<file path="src/shared/dcs_pkg.sv">
// Package for the DMA count and collision status block.
// Assumes a 16-bit register port and eight DMA channel engines outside.
package dcs_pkg;

	localparam int unsigned NUM_CH     = 8;
	localparam int unsigned CNT_W      = 10;
	localparam int unsigned DATA_W     = 16;
	localparam int unsigned ADDR_W     = 4;

	// Register indices on the plain register port.
	localparam logic [3:0]  IDX_CNT0       = 4'h0; // Count registers of channels 0..7 at 0..7.
	localparam logic [3:0]  IDX_COLL_STS   = 4'h8;
	localparam logic [3:0]  IDX_COLL_MASK  = 4'h9;
	localparam logic [3:0]  IDX_DONE_STS   = 4'hA;
	localparam logic [3:0]  IDX_DONE_MASK  = 4'hB;

	// Field positions of the collision status register.
	localparam int unsigned RAM_COL_LSB    = 0;
	localparam int unsigned PER_COL_LSB    = 8;

	// Reset values.
	localparam logic [9:0]  CNT_RST        = 10'h000;
	localparam logic [15:0] COLL_RST       = 16'h0000;
	localparam logic [15:0] MASK_RST       = 16'h0000;
	localparam logic [7:0]  DONE_RST       = 8'h00;

	// One register port access.
	typedef struct packed {
		logic        wr;
		logic        rd;
		logic [3:0]  addr;
		logic [15:0] wdata;
	} dcs_bus_req_t;

	// Collision events from channel engines, one pulse bit per channel.
	typedef struct packed {
		logic [7:0] per_col;
		logic [7:0] ram_col;
	} dcs_coll_evt_t;

endpackage

</file>
<file path="src/hdl/dcs_chan.sv">
// Per-channel transfer counter of the DMA count block.
// Assumes one-cycle transfer pulses from the channel engine, synchronous to i_clk_sys.
`timescale 1ns/1ns
`default_nettype none

module dcs_chan
	import dcs_pkg::*;
#(
	parameter int unsigned W = CNT_W
) (
	// Clock and reset.
	input  wire logic         i_clk_sys,
	input  wire logic         i_rstn,
	// Programmed count and channel progress.
	input  wire logic [W-1:0] i_count,
	input  wire logic         i_enable,
	input  wire logic         i_xfer,
	// Block complete pulse.
	output var  logic         o_done
);

	typedef struct packed {
		logic [W-1:0] progress;
		logic         done;
	} dcs_chan_st_t;

	dcs_chan_st_t st;
	dcs_chan_st_t next_st;

	// Count transfers; the block ends after count plus one of them.
	always_comb begin
		next_st      = st;
		next_st.done = 1'b0;
		if (!i_enable) begin
			next_st.progress = '0;
		end else if (i_xfer) begin
			if (st.progress == i_count) begin
				next_st.done     = 1'b1;
				next_st.progress = '0;
			end else begin
				next_st.progress = st.progress + W'(1);
			end
		end
	end

	// State register.
	always_ff @(posedge i_clk_sys or negedge i_rstn) begin
		if (!i_rstn) begin
			st <= '0;
		end else begin
			st <= next_st;
		end
	end

	assign o_done = st.done;

	// Transfers seen since the last completion, for checking only.
	logic [W:0] seen;
	always_ff @(posedge i_clk_sys or negedge i_rstn) begin
		if (!i_rstn) begin
			seen <= '0;
		end else if (!i_enable || o_done) begin
			seen <= (i_enable && i_xfer) ? (W+1)'(1) : '0;
		end else if (i_xfer) begin
			seen <= seen + (W+1)'(1);
		end
	end
endmodule

`default_nettype wire

</file>
<file path="src/hdl/dcs_top.sv">
// Transfer count registers and collision status of an eight-channel DMA controller.
// Assumes software on a plain register port and channel engines that pulse transfer
// and collision events synchronously to i_clk_sys.
`timescale 1ns/1ns
`default_nettype none

// Functional notes
// - Each channel has a 10-bit read/write transfer count in bits 9..0, zero after reset.
// - Bits 15..10 of each count register read as zero and ignore writes.
// - A channel completes after exactly its programmed count plus one transfers.
// - Status bits 15..8 are per-channel peripheral write collision flags for channels 7..0.
// - Status bits 7..0 are per-channel DMA RAM write collision flags for channels 7..0.
module dcs_top
	import dcs_pkg::*;
#(
	parameter int unsigned N_CH = NUM_CH
) (
	// Clock and reset.
	input  wire logic              i_clk_sys,
	input  wire logic              i_rstn,
	// Register port.
	input  wire dcs_bus_req_t      i_bus,
	output var  logic [15:0]       o_rdata,
	// Channel engine side.
	input  wire logic [N_CH-1:0]   i_ch_enable,
	input  wire logic [N_CH-1:0]   i_ch_xfer,
	input  wire dcs_coll_evt_t     i_coll,
	output var  logic [N_CH-1:0]   o_ch_done,
	// Interrupt.
	output var  logic              o_irq
);

	typedef struct packed {
		logic [N_CH-1:0][CNT_W-1:0] cnt;
		logic [15:0]                coll;
		logic [15:0]                coll_mask;
		logic [7:0]                 done_sts;
		logic [7:0]                 done_mask;
		logic [15:0]                rdata;
		logic                       irq;
	} dcs_top_st_t;

	dcs_top_st_t st;
	dcs_top_st_t next_st;

	logic [N_CH-1:0] ch_done;
	logic [15:0]     coll_set;
	logic            wr_coll;

	assign coll_set = {i_coll.per_col, i_coll.ram_col};
	assign wr_coll  = i_bus.wr && i_bus.addr == IDX_COLL_STS;

	// One counter per channel consumes that channel's programmed count.
	for (genvar g = 0; g < N_CH; g++) begin : g_ch
		dcs_chan #(
			.W (CNT_W)
		) u_chan (
			.i_clk_sys (i_clk_sys),
			.i_rstn    (i_rstn),
			.i_count   (st.cnt[g]),
			.i_enable  (i_ch_enable[g]),
			.i_xfer    (i_ch_xfer[g]),
			.o_done    (ch_done[g])
		);
	end

	assign o_ch_done = ch_done;

	// Register writes, sticky event flags, read data and interrupt.
	always_comb begin
		next_st       = st;
		next_st.rdata = 16'h0000;
		if (i_bus.wr) begin
			if (i_bus.addr < ADDR_W'(N_CH)) begin
				next_st.cnt[i_bus.addr[2:0]] = i_bus.wdata[CNT_W-1:0];
			end
			if (i_bus.addr == IDX_COLL_MASK) begin
				next_st.coll_mask = i_bus.wdata;
			end
			if (i_bus.addr == IDX_DONE_STS) begin
				next_st.done_sts = st.done_sts & ~i_bus.wdata[7:0];
			end
			if (i_bus.addr == IDX_DONE_MASK) begin
				next_st.done_mask = i_bus.wdata[7:0];
			end
		end
		// Writing zero clears a collision flag; a set in the same cycle wins.
		next_st.coll = (wr_coll ? (st.coll & i_bus.wdata) : st.coll) | coll_set;
		next_st.done_sts = next_st.done_sts | 8'(ch_done);
		if (i_bus.rd) begin
			if (i_bus.addr < ADDR_W'(N_CH)) begin
				next_st.rdata = {6'h00, st.cnt[i_bus.addr[2:0]]};
			end else begin
				unique case (i_bus.addr)
					IDX_COLL_STS:  next_st.rdata = st.coll;
					IDX_COLL_MASK: next_st.rdata = st.coll_mask;
					IDX_DONE_STS:  next_st.rdata = {8'h00, st.done_sts};
					IDX_DONE_MASK: next_st.rdata = {8'h00, st.done_mask};
					default:       next_st.rdata = 16'h0000;
				endcase
			end
		end
		next_st.irq = |(next_st.coll & next_st.coll_mask)
			| |(next_st.done_sts & next_st.done_mask);
	end

	// State register; every flag and count clears on reset.
	always_ff @(posedge i_clk_sys or negedge i_rstn) begin
		if (!i_rstn) begin
			st.cnt       <= {N_CH{CNT_RST}};
			st.coll      <= COLL_RST;
			st.coll_mask <= MASK_RST;
			st.done_sts  <= DONE_RST;
			st.done_mask <= DONE_RST;
			st.rdata     <= 16'h0000;
			st.irq       <= 1'b0;
		end else begin
			st <= next_st;
		end
	end

	assign o_rdata = st.rdata;
	assign o_irq   = st.irq;
endmodule

`default_nettype wire

</file>
<file path="config.mk">
export PLATFORM = sky130hd
export DESIGN_NAME = dcs_top
export DESIGN_NICKNAME = d
export VERILOG_FILES = /design/src/shared/dcs_pkg.sv /design/src/hdl/dcs_chan.sv /design/src/hdl/dcs_top.sv
export SDC_FILE = /design/constraint.sdc
export NUM_CORES = 1
export LEC_CHECK = 0
export BUFFER_PORTS_ARGS = -buffer_cell sky130_fd_sc_hd__buf_2
export CAP_MARGIN = 40
export CORE_ASPECT_RATIO = 1.25
export CORE_UTILIZATION = 45
export CTS_CLUSTER_SIZE = 28
export DETAILED_ROUTE_END_ITERATION = 10
export PLACE_DENSITY = 0.66
export SLEW_MARGIN = 20
export SYNTH_ARGS = -nofsm -noshare
export SYNTH_HDL_FRONTEND = slang
export SYNTH_HIERARCHICAL = 1
export SYNTH_SLANG_ARGS = --single-unit
</file>
<file path="constraint.sdc">
create_clock -name i_clk_sys -period 2.28 [get_ports i_clk_sys]
set_clock_uncertainty 0.15 [all_clocks]
set_input_delay 0 -clock i_clk_sys [delete_from_list [all_inputs] [get_ports i_clk_sys]]
set_output_delay 0 -clock i_clk_sys [all_outputs]
set_load 0.05 [all_outputs]
</file>
======== Word-level counts from Yosys, hierarchy flattened ========
Index checks and enable logic that the tools add are counted.
cells by class
  equal/unequal tests ..................... 20
  $add $sub $neg .......................... 8
  reduce and logical (&&, ||, !) cells .... 5
  order comparisons ....................... 3
  mux-type cells .......................... 53
  bitwise logic cells ..................... 8
operator list
  cell                                                               count
  two-way mux 10 bit                                                 18
  two-way mux 11 bit                                                 8
  adder 10 x 1 -> 10 bit, second input constant                      8
  bitwise mux 80 bit                                                 1
  equality test 10 bit                                               8
  two-way mux 16 bit                                                 4
  one-hot mux 16 bit (4 select lines)                                1
  AND 16 bit                                                         2
  two-way mux 32 bit                                                 1
  binary-select mux 10 bit (select 3 bit)                            1
  demux 10 bit (select 3 bit)                                        1
  AND 8 bit                                                          2
  equality test 4 bit, second input constant                         4
  two-way mux 1 bit                                                  16
  two-way mux 8 bit                                                  2
  inequality test 2 x 1 -> 1 bit, second input constant              8
  bitwise OR 16 bit                                                  1
  OR reduction 16 bit                                                1
  inverter 8 bit                                                     1
  bitwise OR 8 bit                                                   1
  OR reduction 8 bit                                                 1
  less-than comparator 3 x 4 -> 1 bit, second input constant         1
  less-than comparator 4 bit, second input constant                  1
  greater-or-equal comparator 3 x 1 -> 1 bit, second input constant  1
  other kinds (3)                                                    4
word-level totals
  register bits ........................... 233
  logic and storage cells ................. 127

======== Depth between registers and ports, before layout ========
Gate-level depths: netlist (run 1).
  word-level depth ........................ 8
  mapped depth ............................ 9
  depth with buffers taken out ............ 6

======== Modules after synthesis ========
The synthesis (run 1) kept the hierarchy.
modules (own cells, without submodules)
  module                         cells an instance  times used  area an instance (um^2)
  dcs_top                        539                1           6999.2
  dcs_chan (g_ch[0].u_chan ...)  76                 7           678.2
  dcs_chan (g_ch[3].u_chan)      75                 1           732.0

======== Worst setup path before layout (run 1) ========
Ideal clock, no wire load.
  kind .................................... input -> register
  start ................................... input i_bus[18] in the netlist's numbering
  end ..................................... register st, in the netlist o_irq
  required time ........................... 1.992 ns
  slack ................................... 0.516 ns
  cell stages on the path ................. 7
  data arrival time ....................... 1.476 ns
  path through ............................ buf_6 -> nand3b_4 -> nor2_1 -> mux2_2 -> a2111oi_2 -> and4_1 -> nand4b_1
RTL lines
  element                 RTL line        text
  start: declaration      dcs_top.sv:22   input wire dcs_bus_req_t i_bus,
  end signal: assignment  dcs_top.sv:118  st <= next_st;
  end: declaration        dcs_top.sv:43   dcs_top_st_t st;

==> results of run 1 <==
## cell usage in the layout, fill, tap and decap left out, types with 15 or more instances in the layout
cell type      count
xor2_1            79
nand2b_1          15
o311ai_0          21
a21oi_1           30
buf_2             83
o22ai_1           22
nor2_1            43
dlygate4sd3_1     98
nand3_1           71
nand2_1          118
mux2i_1           24
nor4_1            17
inv_1             44
o21ai_0           60
mux4_2            28
buf_4             26
nor2b_1           15
mux2_2            92
dfrtp_1          233
clkbuf_16         25
## report_power, final
part	switching (mW)	total, mW	internal [mW]
logic	1.05	2.22	1.17
registers	0.636	5.32	4.68
clock network	1.70	4.08	2.38
## cell families after synthesis
kind of cell	Yosys count	share of synthesized area
fa+ha+maj	8	0.00802
xor+xnor	88	0.0630
mux	147	0.156
flops	233	0.467
buf+inv	111	0.0436
simple gates	359	0.156
compound gates	200	0.107
## routing by layer
metal,share of wire,routed length [µm],up-vias,GRT usage
met5,0.00039,13,-,0
met4,0.031,1010,2,0.0777
met3,0.065,2150,68,0.0370
met2,0.47,15500,315,0.375
met1,0.43,14200,4791,0.328
li1,-,-,4466,-
## worst min path at each step
stage	end	cells after the start
6_report	st[132]$_DFFE_PN0P_	4
5_1_grt	st[23]$_DFF_PN0_	4
4_1_cts	st[23]$_DFF_PN0_	4
3_5_place_dp	g_ch[2].u_chan/st[7]$_DFFE_PN0P_	1
3_3_place_gp	g_ch[2].u_chan/st[7]$_DFFE_PN0P_	1
2_1_floorplan	g_ch[0].u_chan/o_done$_DFF_PN0_	0
## cell usage after synthesis, drive strengths merged, types with 22 or more instances
master	count	area [µm²]
dfrtp	233	5830
nand2	118	443
mux2	95	1070
xor2	81	724
nand3	78	425
o21ai	70	377
nor2	53	264
buf	52	323
inv	45	169
a21oi	31	159
mux4	28	631
mux2i	24	240
o22ai	22	138
o311ai	22	193
## through the flow
step	hold slack, ps	setup WS (ps)	total power [mW]
final	56.4	75.7	11.6
after CTS	24.0	32.3	11.6
after detailed placement	-203	240	7.38
after global routing	69.3	3.84	12.1
after global placement	-203	288	7.31
after floorplan	-446	516	6.64
## timing repair
item | 4_1_cts | 5_1_grt
gates resized for setup | 0 | 1
setup endpoints to repair | 0 | 4
buffers inserted | 0 | 5
endpoints found under the hold margin | 465 | 0
hold buffers | 99 | 0
## registers in the layout, summed over array words and instances (netlist names)
name / flops
st: 128
g_ch.u_chan/st: 80
o_rdata: 16
g_ch.u_chan/o_done: 8
o_irq: 1
## layout make-up
cell class / count / area (µm²) / share of cell area
Clock inverter: 12 / 126 / 0.00839
Multi-Input combinational cell: 802 / 6100 / 0.405
Tap cell: 345 / 432 / 0.0287
Clock buffer: 32 / 692 / 0.0459
Sequential cell: 233 / 5830 / 0.387
Inverter: 45 / 169 / 0.0112
Timing Repair Buffer: 214 / 1710 / 0.113
## worst max-delay path: stages
cell           delay, ps
buf_2                170
dlygate4sd3_1        650
nand2_1              180
o21ai_0              250
dlygate4sd3_1        590
nand2_1               60
dlygate4sd3_1        550
==> results.md, run 1 <==
- Status: completed
- 1st-iter DRT viols: 593
- Initial antenna violation count: 1
- Setup violations, final: 0
- Cell variety after synth: 70
- I/O pin total: 81
- Grt ovf: 0
- Crit Path Category: input port to flop
- FMAX: 454 MHz
- Number of synthesized flops with an enable pin: 0
- R2R Setup Slk: 100 ps
- Max Fanout on Critical Path: 6
- Min Tclk post-route: 2200 ps
- Fin. max-slew vios: 0
- Core area: 27,000 µm²
- Crit. End Element: flop
- Leakage: 6.53 nW
- Root Buffer: clkbuf_16
- Clock slew at reported path FFs: 60 ps
- DRT antenna net count: 0
- Total track usage: 0.236
- Via count: 9,642
- Tcrit/Tclk final: 0.967
- Mean Syn Cell Area: 10.9 µm²
- Reg2Reg Capture Point: g_ch[3].u_chan/st[1]$_DFFE_PN0P_
- Setup crit start kind: input port
- Dpl hpwl: 22.7 mm
- Slew HR: 0.391
- Final core occ: 0.558
- Setup crit end: st[18]$_DFF_PN0_
- Share of post-route cells with drive strength above 1: 0.253
- Syn Inst Count: 1,146
- Per-cell routed wire length: 19.6 µm
- Ys flop type: dfrtp_1
- Worst-Skew Late Latency: 520 ps
- Crit path from: i_bus[16]
- Total of max-cap violations: 0
- Placed cell area: 13,200 µm²
- Worst path arrival time: 2450 ps
- Synth Cell Area: 12,500 µm²
- Vias per cell: 5.73
- Buffers on Ports: 80
- Diode count: 0
- PwrDens: 771 nW/µm²
- Min-Delay Path Class: input port to flop
- Setup TNS: 0 ps
- Clk sinks: 233
- WL final: 32.9 mm
- Syn. warnings: 6
- Syn nets: 1,210
- Largest net degree at the start of global routing: 73
- FF-to-FF Start: g_ch[3].u_chan/st[3]$_DFFE_PN0P_
- CTS buffer count: 25
- First-pass GRT wire length: 52.3 mm
- Cells after DPL: 1,529
- R2R depth: 6
- Drt pass-1 iters: 5
- Min-delay src: i_bus[17]
- Final cell count without fillers: 1,683
- Starting density of the core: 0.462
- Fin area: 15,100 µm²
- H-tree depth: 1
- Seq cells post-synth: 233
- # fillers: 2,301
- # rows: 67
- Critical path required time: 2520 ps
- Final Hold Viols: 0
- Width of the die: 151 µm
- Worst-Margin Slew: 909 ps
- Final nets: 1,385
- Die area: 28,400 µm²
- Vias in the first global route: 9,504
- DRC: 0
- DIE HEIGHT: 188 µm
- Deepest clock path buffer count: 3
- P&R area growth vs syn: 20.7%
- Peak VDD IR: 371 µV
- GPL Wtd Cong: 0.910
- RSZ-0062 raised after global routing: false
- FFs w/ async S/R, synth: 1.00
- Sequential fraction of the synthesis area: 0.467
- CTS tree: done
No activity file was read; power rests on OpenSTA's default activity.
==> run 2, diff against run 1 <==
Settings changed: RECOVER_POWER set to 100.
==> results.md, run 2 (same netlist as run 1, synthesis figures left out) <==
- Design Power: 11.6 mW (-0.40%)
- DIE HEIGHT: 188 µm (unchanged)
- Buffers on Ports: 80 (unchanged)
- Peak VDD IR: 367 µV (-0.90%)
- Deepest clock path buffer count: 3 (unchanged)
- RSZ-0062 raised after global routing: false
- WL final: 32.9 mm (about the same)
- Max reg flops: 128 (unchanged)
- Leading cell types in the layout, fill and taps excluded: dfrtp_1, nand2_1, dlygate4sd3_1
- Grt ovf: 0 (unchanged)
- CTS tree: done
- I/O pin total: 81 (unchanged)
- Setup crit start kind: input port
- GPL Wtd Cong: 0.910 (unchanged)
- PwrDens: 776 nW/µm² (+0.68%)
- Part of the power in combinational logic: 0.189 (-0.002)
- Pre-CTS setup slack: 240 ps (unchanged)
- Sw Ratio: 0.292 (about the same)
- Slew HR: 0.276 (-0.115)
- Setup TNS: 0 ps (unchanged)
- Drt pass-1 iters: 5 (unchanged)
- Setup WS post-layout: 90.9 ps (+15.2 ps)
- Initial antenna violation count: 1 (unchanged)
- Register share of total power: 0.460 (+0.002)
- Max Fanout on Critical Path: 6 (unchanged)
- Status: completed
- Worst-Skew Late Latency: 520 ps (about the same)
- Starting density of the core: 0.462 (unchanged)
- FMAX: 457 MHz (+0.69%)
- Final cell count without fillers: 1,683 (unchanged)
- Total track usage: 0.236 (unchanged)
- 1st-iter DRT viols: 557 (-6.1%)
- Setup violations, final: 0 (unchanged)
- Clk sinks: 233 (unchanged)
- Per-cell routed wire length: 19.5 µm (about the same)
- Placed cell area: 13,200 µm² (unchanged)
- Via count: 9,652 (+0.10%)
- Most common cell after layout, fill and taps aside: dfrtp_1
- Width of the die: 151 µm (unchanged)
- Vias per cell: 5.73 (+0.10%)
- Fin. max-slew vios: 0 (unchanged)
- Critical path required time: 2520 ps (about the same)
- Worst-Margin Slew: 1090 ps (+177 ps)
- # fillers: 2,349 (+2.1%)
- Internal power: 8.20 mW (-0.40%)
- DRT antenna net count: 0 (unchanged)
- CTS buffer count: 25 (unchanged)
- Dpl hpwl: 22.7 mm (unchanged)
- Die area: 28,400 µm² (unchanged)
- Diode count: 0 (unchanged)
- Root Buffer: clkbuf_16
- DRC: 0 (unchanged)
- Final nets: 1,385 (unchanged)
- Worst path arrival time: 2430 ps (-20 ps)
- Min Tclk post-route: 2190 ps (-15.2 ps)
- Top reg by flops: st
- Sw Pwr: 3.37 mW (-0.40%)
- Final Hold Viols: 0 (unchanged)
- Hold WS: 59.7 ps (+3.22 ps)
- # rows: 67 (unchanged)
- Crit. End Element: flop
- Core area: 27,000 µm² (unchanged)
- P&R area growth vs syn: 19.4%
- Final core occ: 0.552 (-0.00598)
- Largest net degree at the start of global routing: 73 (unchanged)
- Tcrit/Tclk final: 0.960 (-0.00667)
- H-tree depth: 1 (unchanged)
- Cells after DPL: 1,529 (unchanged)
- First-pass GRT wire length: 52.3 mm (unchanged)
- Share of post-route cells with drive strength above 1: 0.217 (-0.0359)
- Fin area: 14,900 µm² (-1.1%)
- Share of total power in the clock network: 0.352 (about the same)
- Total of max-cap violations: 0 (unchanged)
- Vias in the first global route: 9,504 (unchanged)
- Min-Delay Path Class: input port to flop
- Clock slew at reported path FFs: 60 ps (about the same)
- Leakage: 6.34 nW (-2.8%)
- Crit Path Category: input port to flop
## run 2: what timing repair did
action                                  CTS  global route
hold buffers                             99             0
setup buffers                             0             5
endpoints found under the setup margin    0             4
resized for setup                         0             1
hold endpoints to repair                465             0
## run 2: routing by layer
layer	track usage	wire length (µm)	share of wire	vias up
met2	0.375	15600	0.47	310
met5	0	13	0.00040	-
met3	0.0370	2140	0.065	57
met1	0.328	14200	0.43	4814
li1	-	-	-	4469
met4	0.0777	948	0.029	2
## run 2: critical path, cell delays in order
cell and delay [ps]:
buf_2 160, dlygate4sd3_1 640, nand2_1 180, o21ai_0 250, dlygate4sd3_1 590, nand2_1 60
dlygate4sd3_1 550
## run 2: area by class of cell
cell class,instances,area (µm²),area share
Tap cell,345,432,0.0290
Inverter,45,169,0.0113
Multi-Input combinational cell,802,6070,0.407
Clock inverter,12,126,0.00848
Timing Repair Buffer,214,1580,0.106
Clock buffer,32,692,0.0464
Sequential cell,233,5830,0.391
## run 2: path summary, 6_finish.rpt
check                                       from                          endpoint  slack (ps)  depth (start not counted)
worst min-delay path                   i_bus[21]                  st[23]$_DFF_PN0_          60                          4
min in group asynchronous                 i_rstn  g_ch[2].u_chan/st[1]$_DFFE_PN0P_         710                          4
max in group asynchronous                 i_rstn  g_ch[3].u_chan/st[8]$_DFFE_PN0P_         420                          4
worst max-delay path                   i_bus[16]                  st[18]$_DFF_PN0_          90                          7
worst max register to register  st[31]$_DFF_PN0_                   o_irq$_DFF_PN0_         100                          6
worst min register to register  st[41]$_DFF_PN0_                  st[41]$_DFF_PN0_         370                          1
## run 2: power groups by stage
stage | Combinational [mW] | Sequential [mW] | Clock, mW
2_1_floorplan | 1.55 | 5.09 | 0
3_3_place_gp | 1.96 | 5.35 | 0
3_5_place_dp | 2.00 | 5.38 | 0
4_1_cts | 2.19 | 5.31 | 4.13
5_1_grt | 2.38 | 5.38 | 4.28
6_report | 2.18 | 5.32 | 4.07
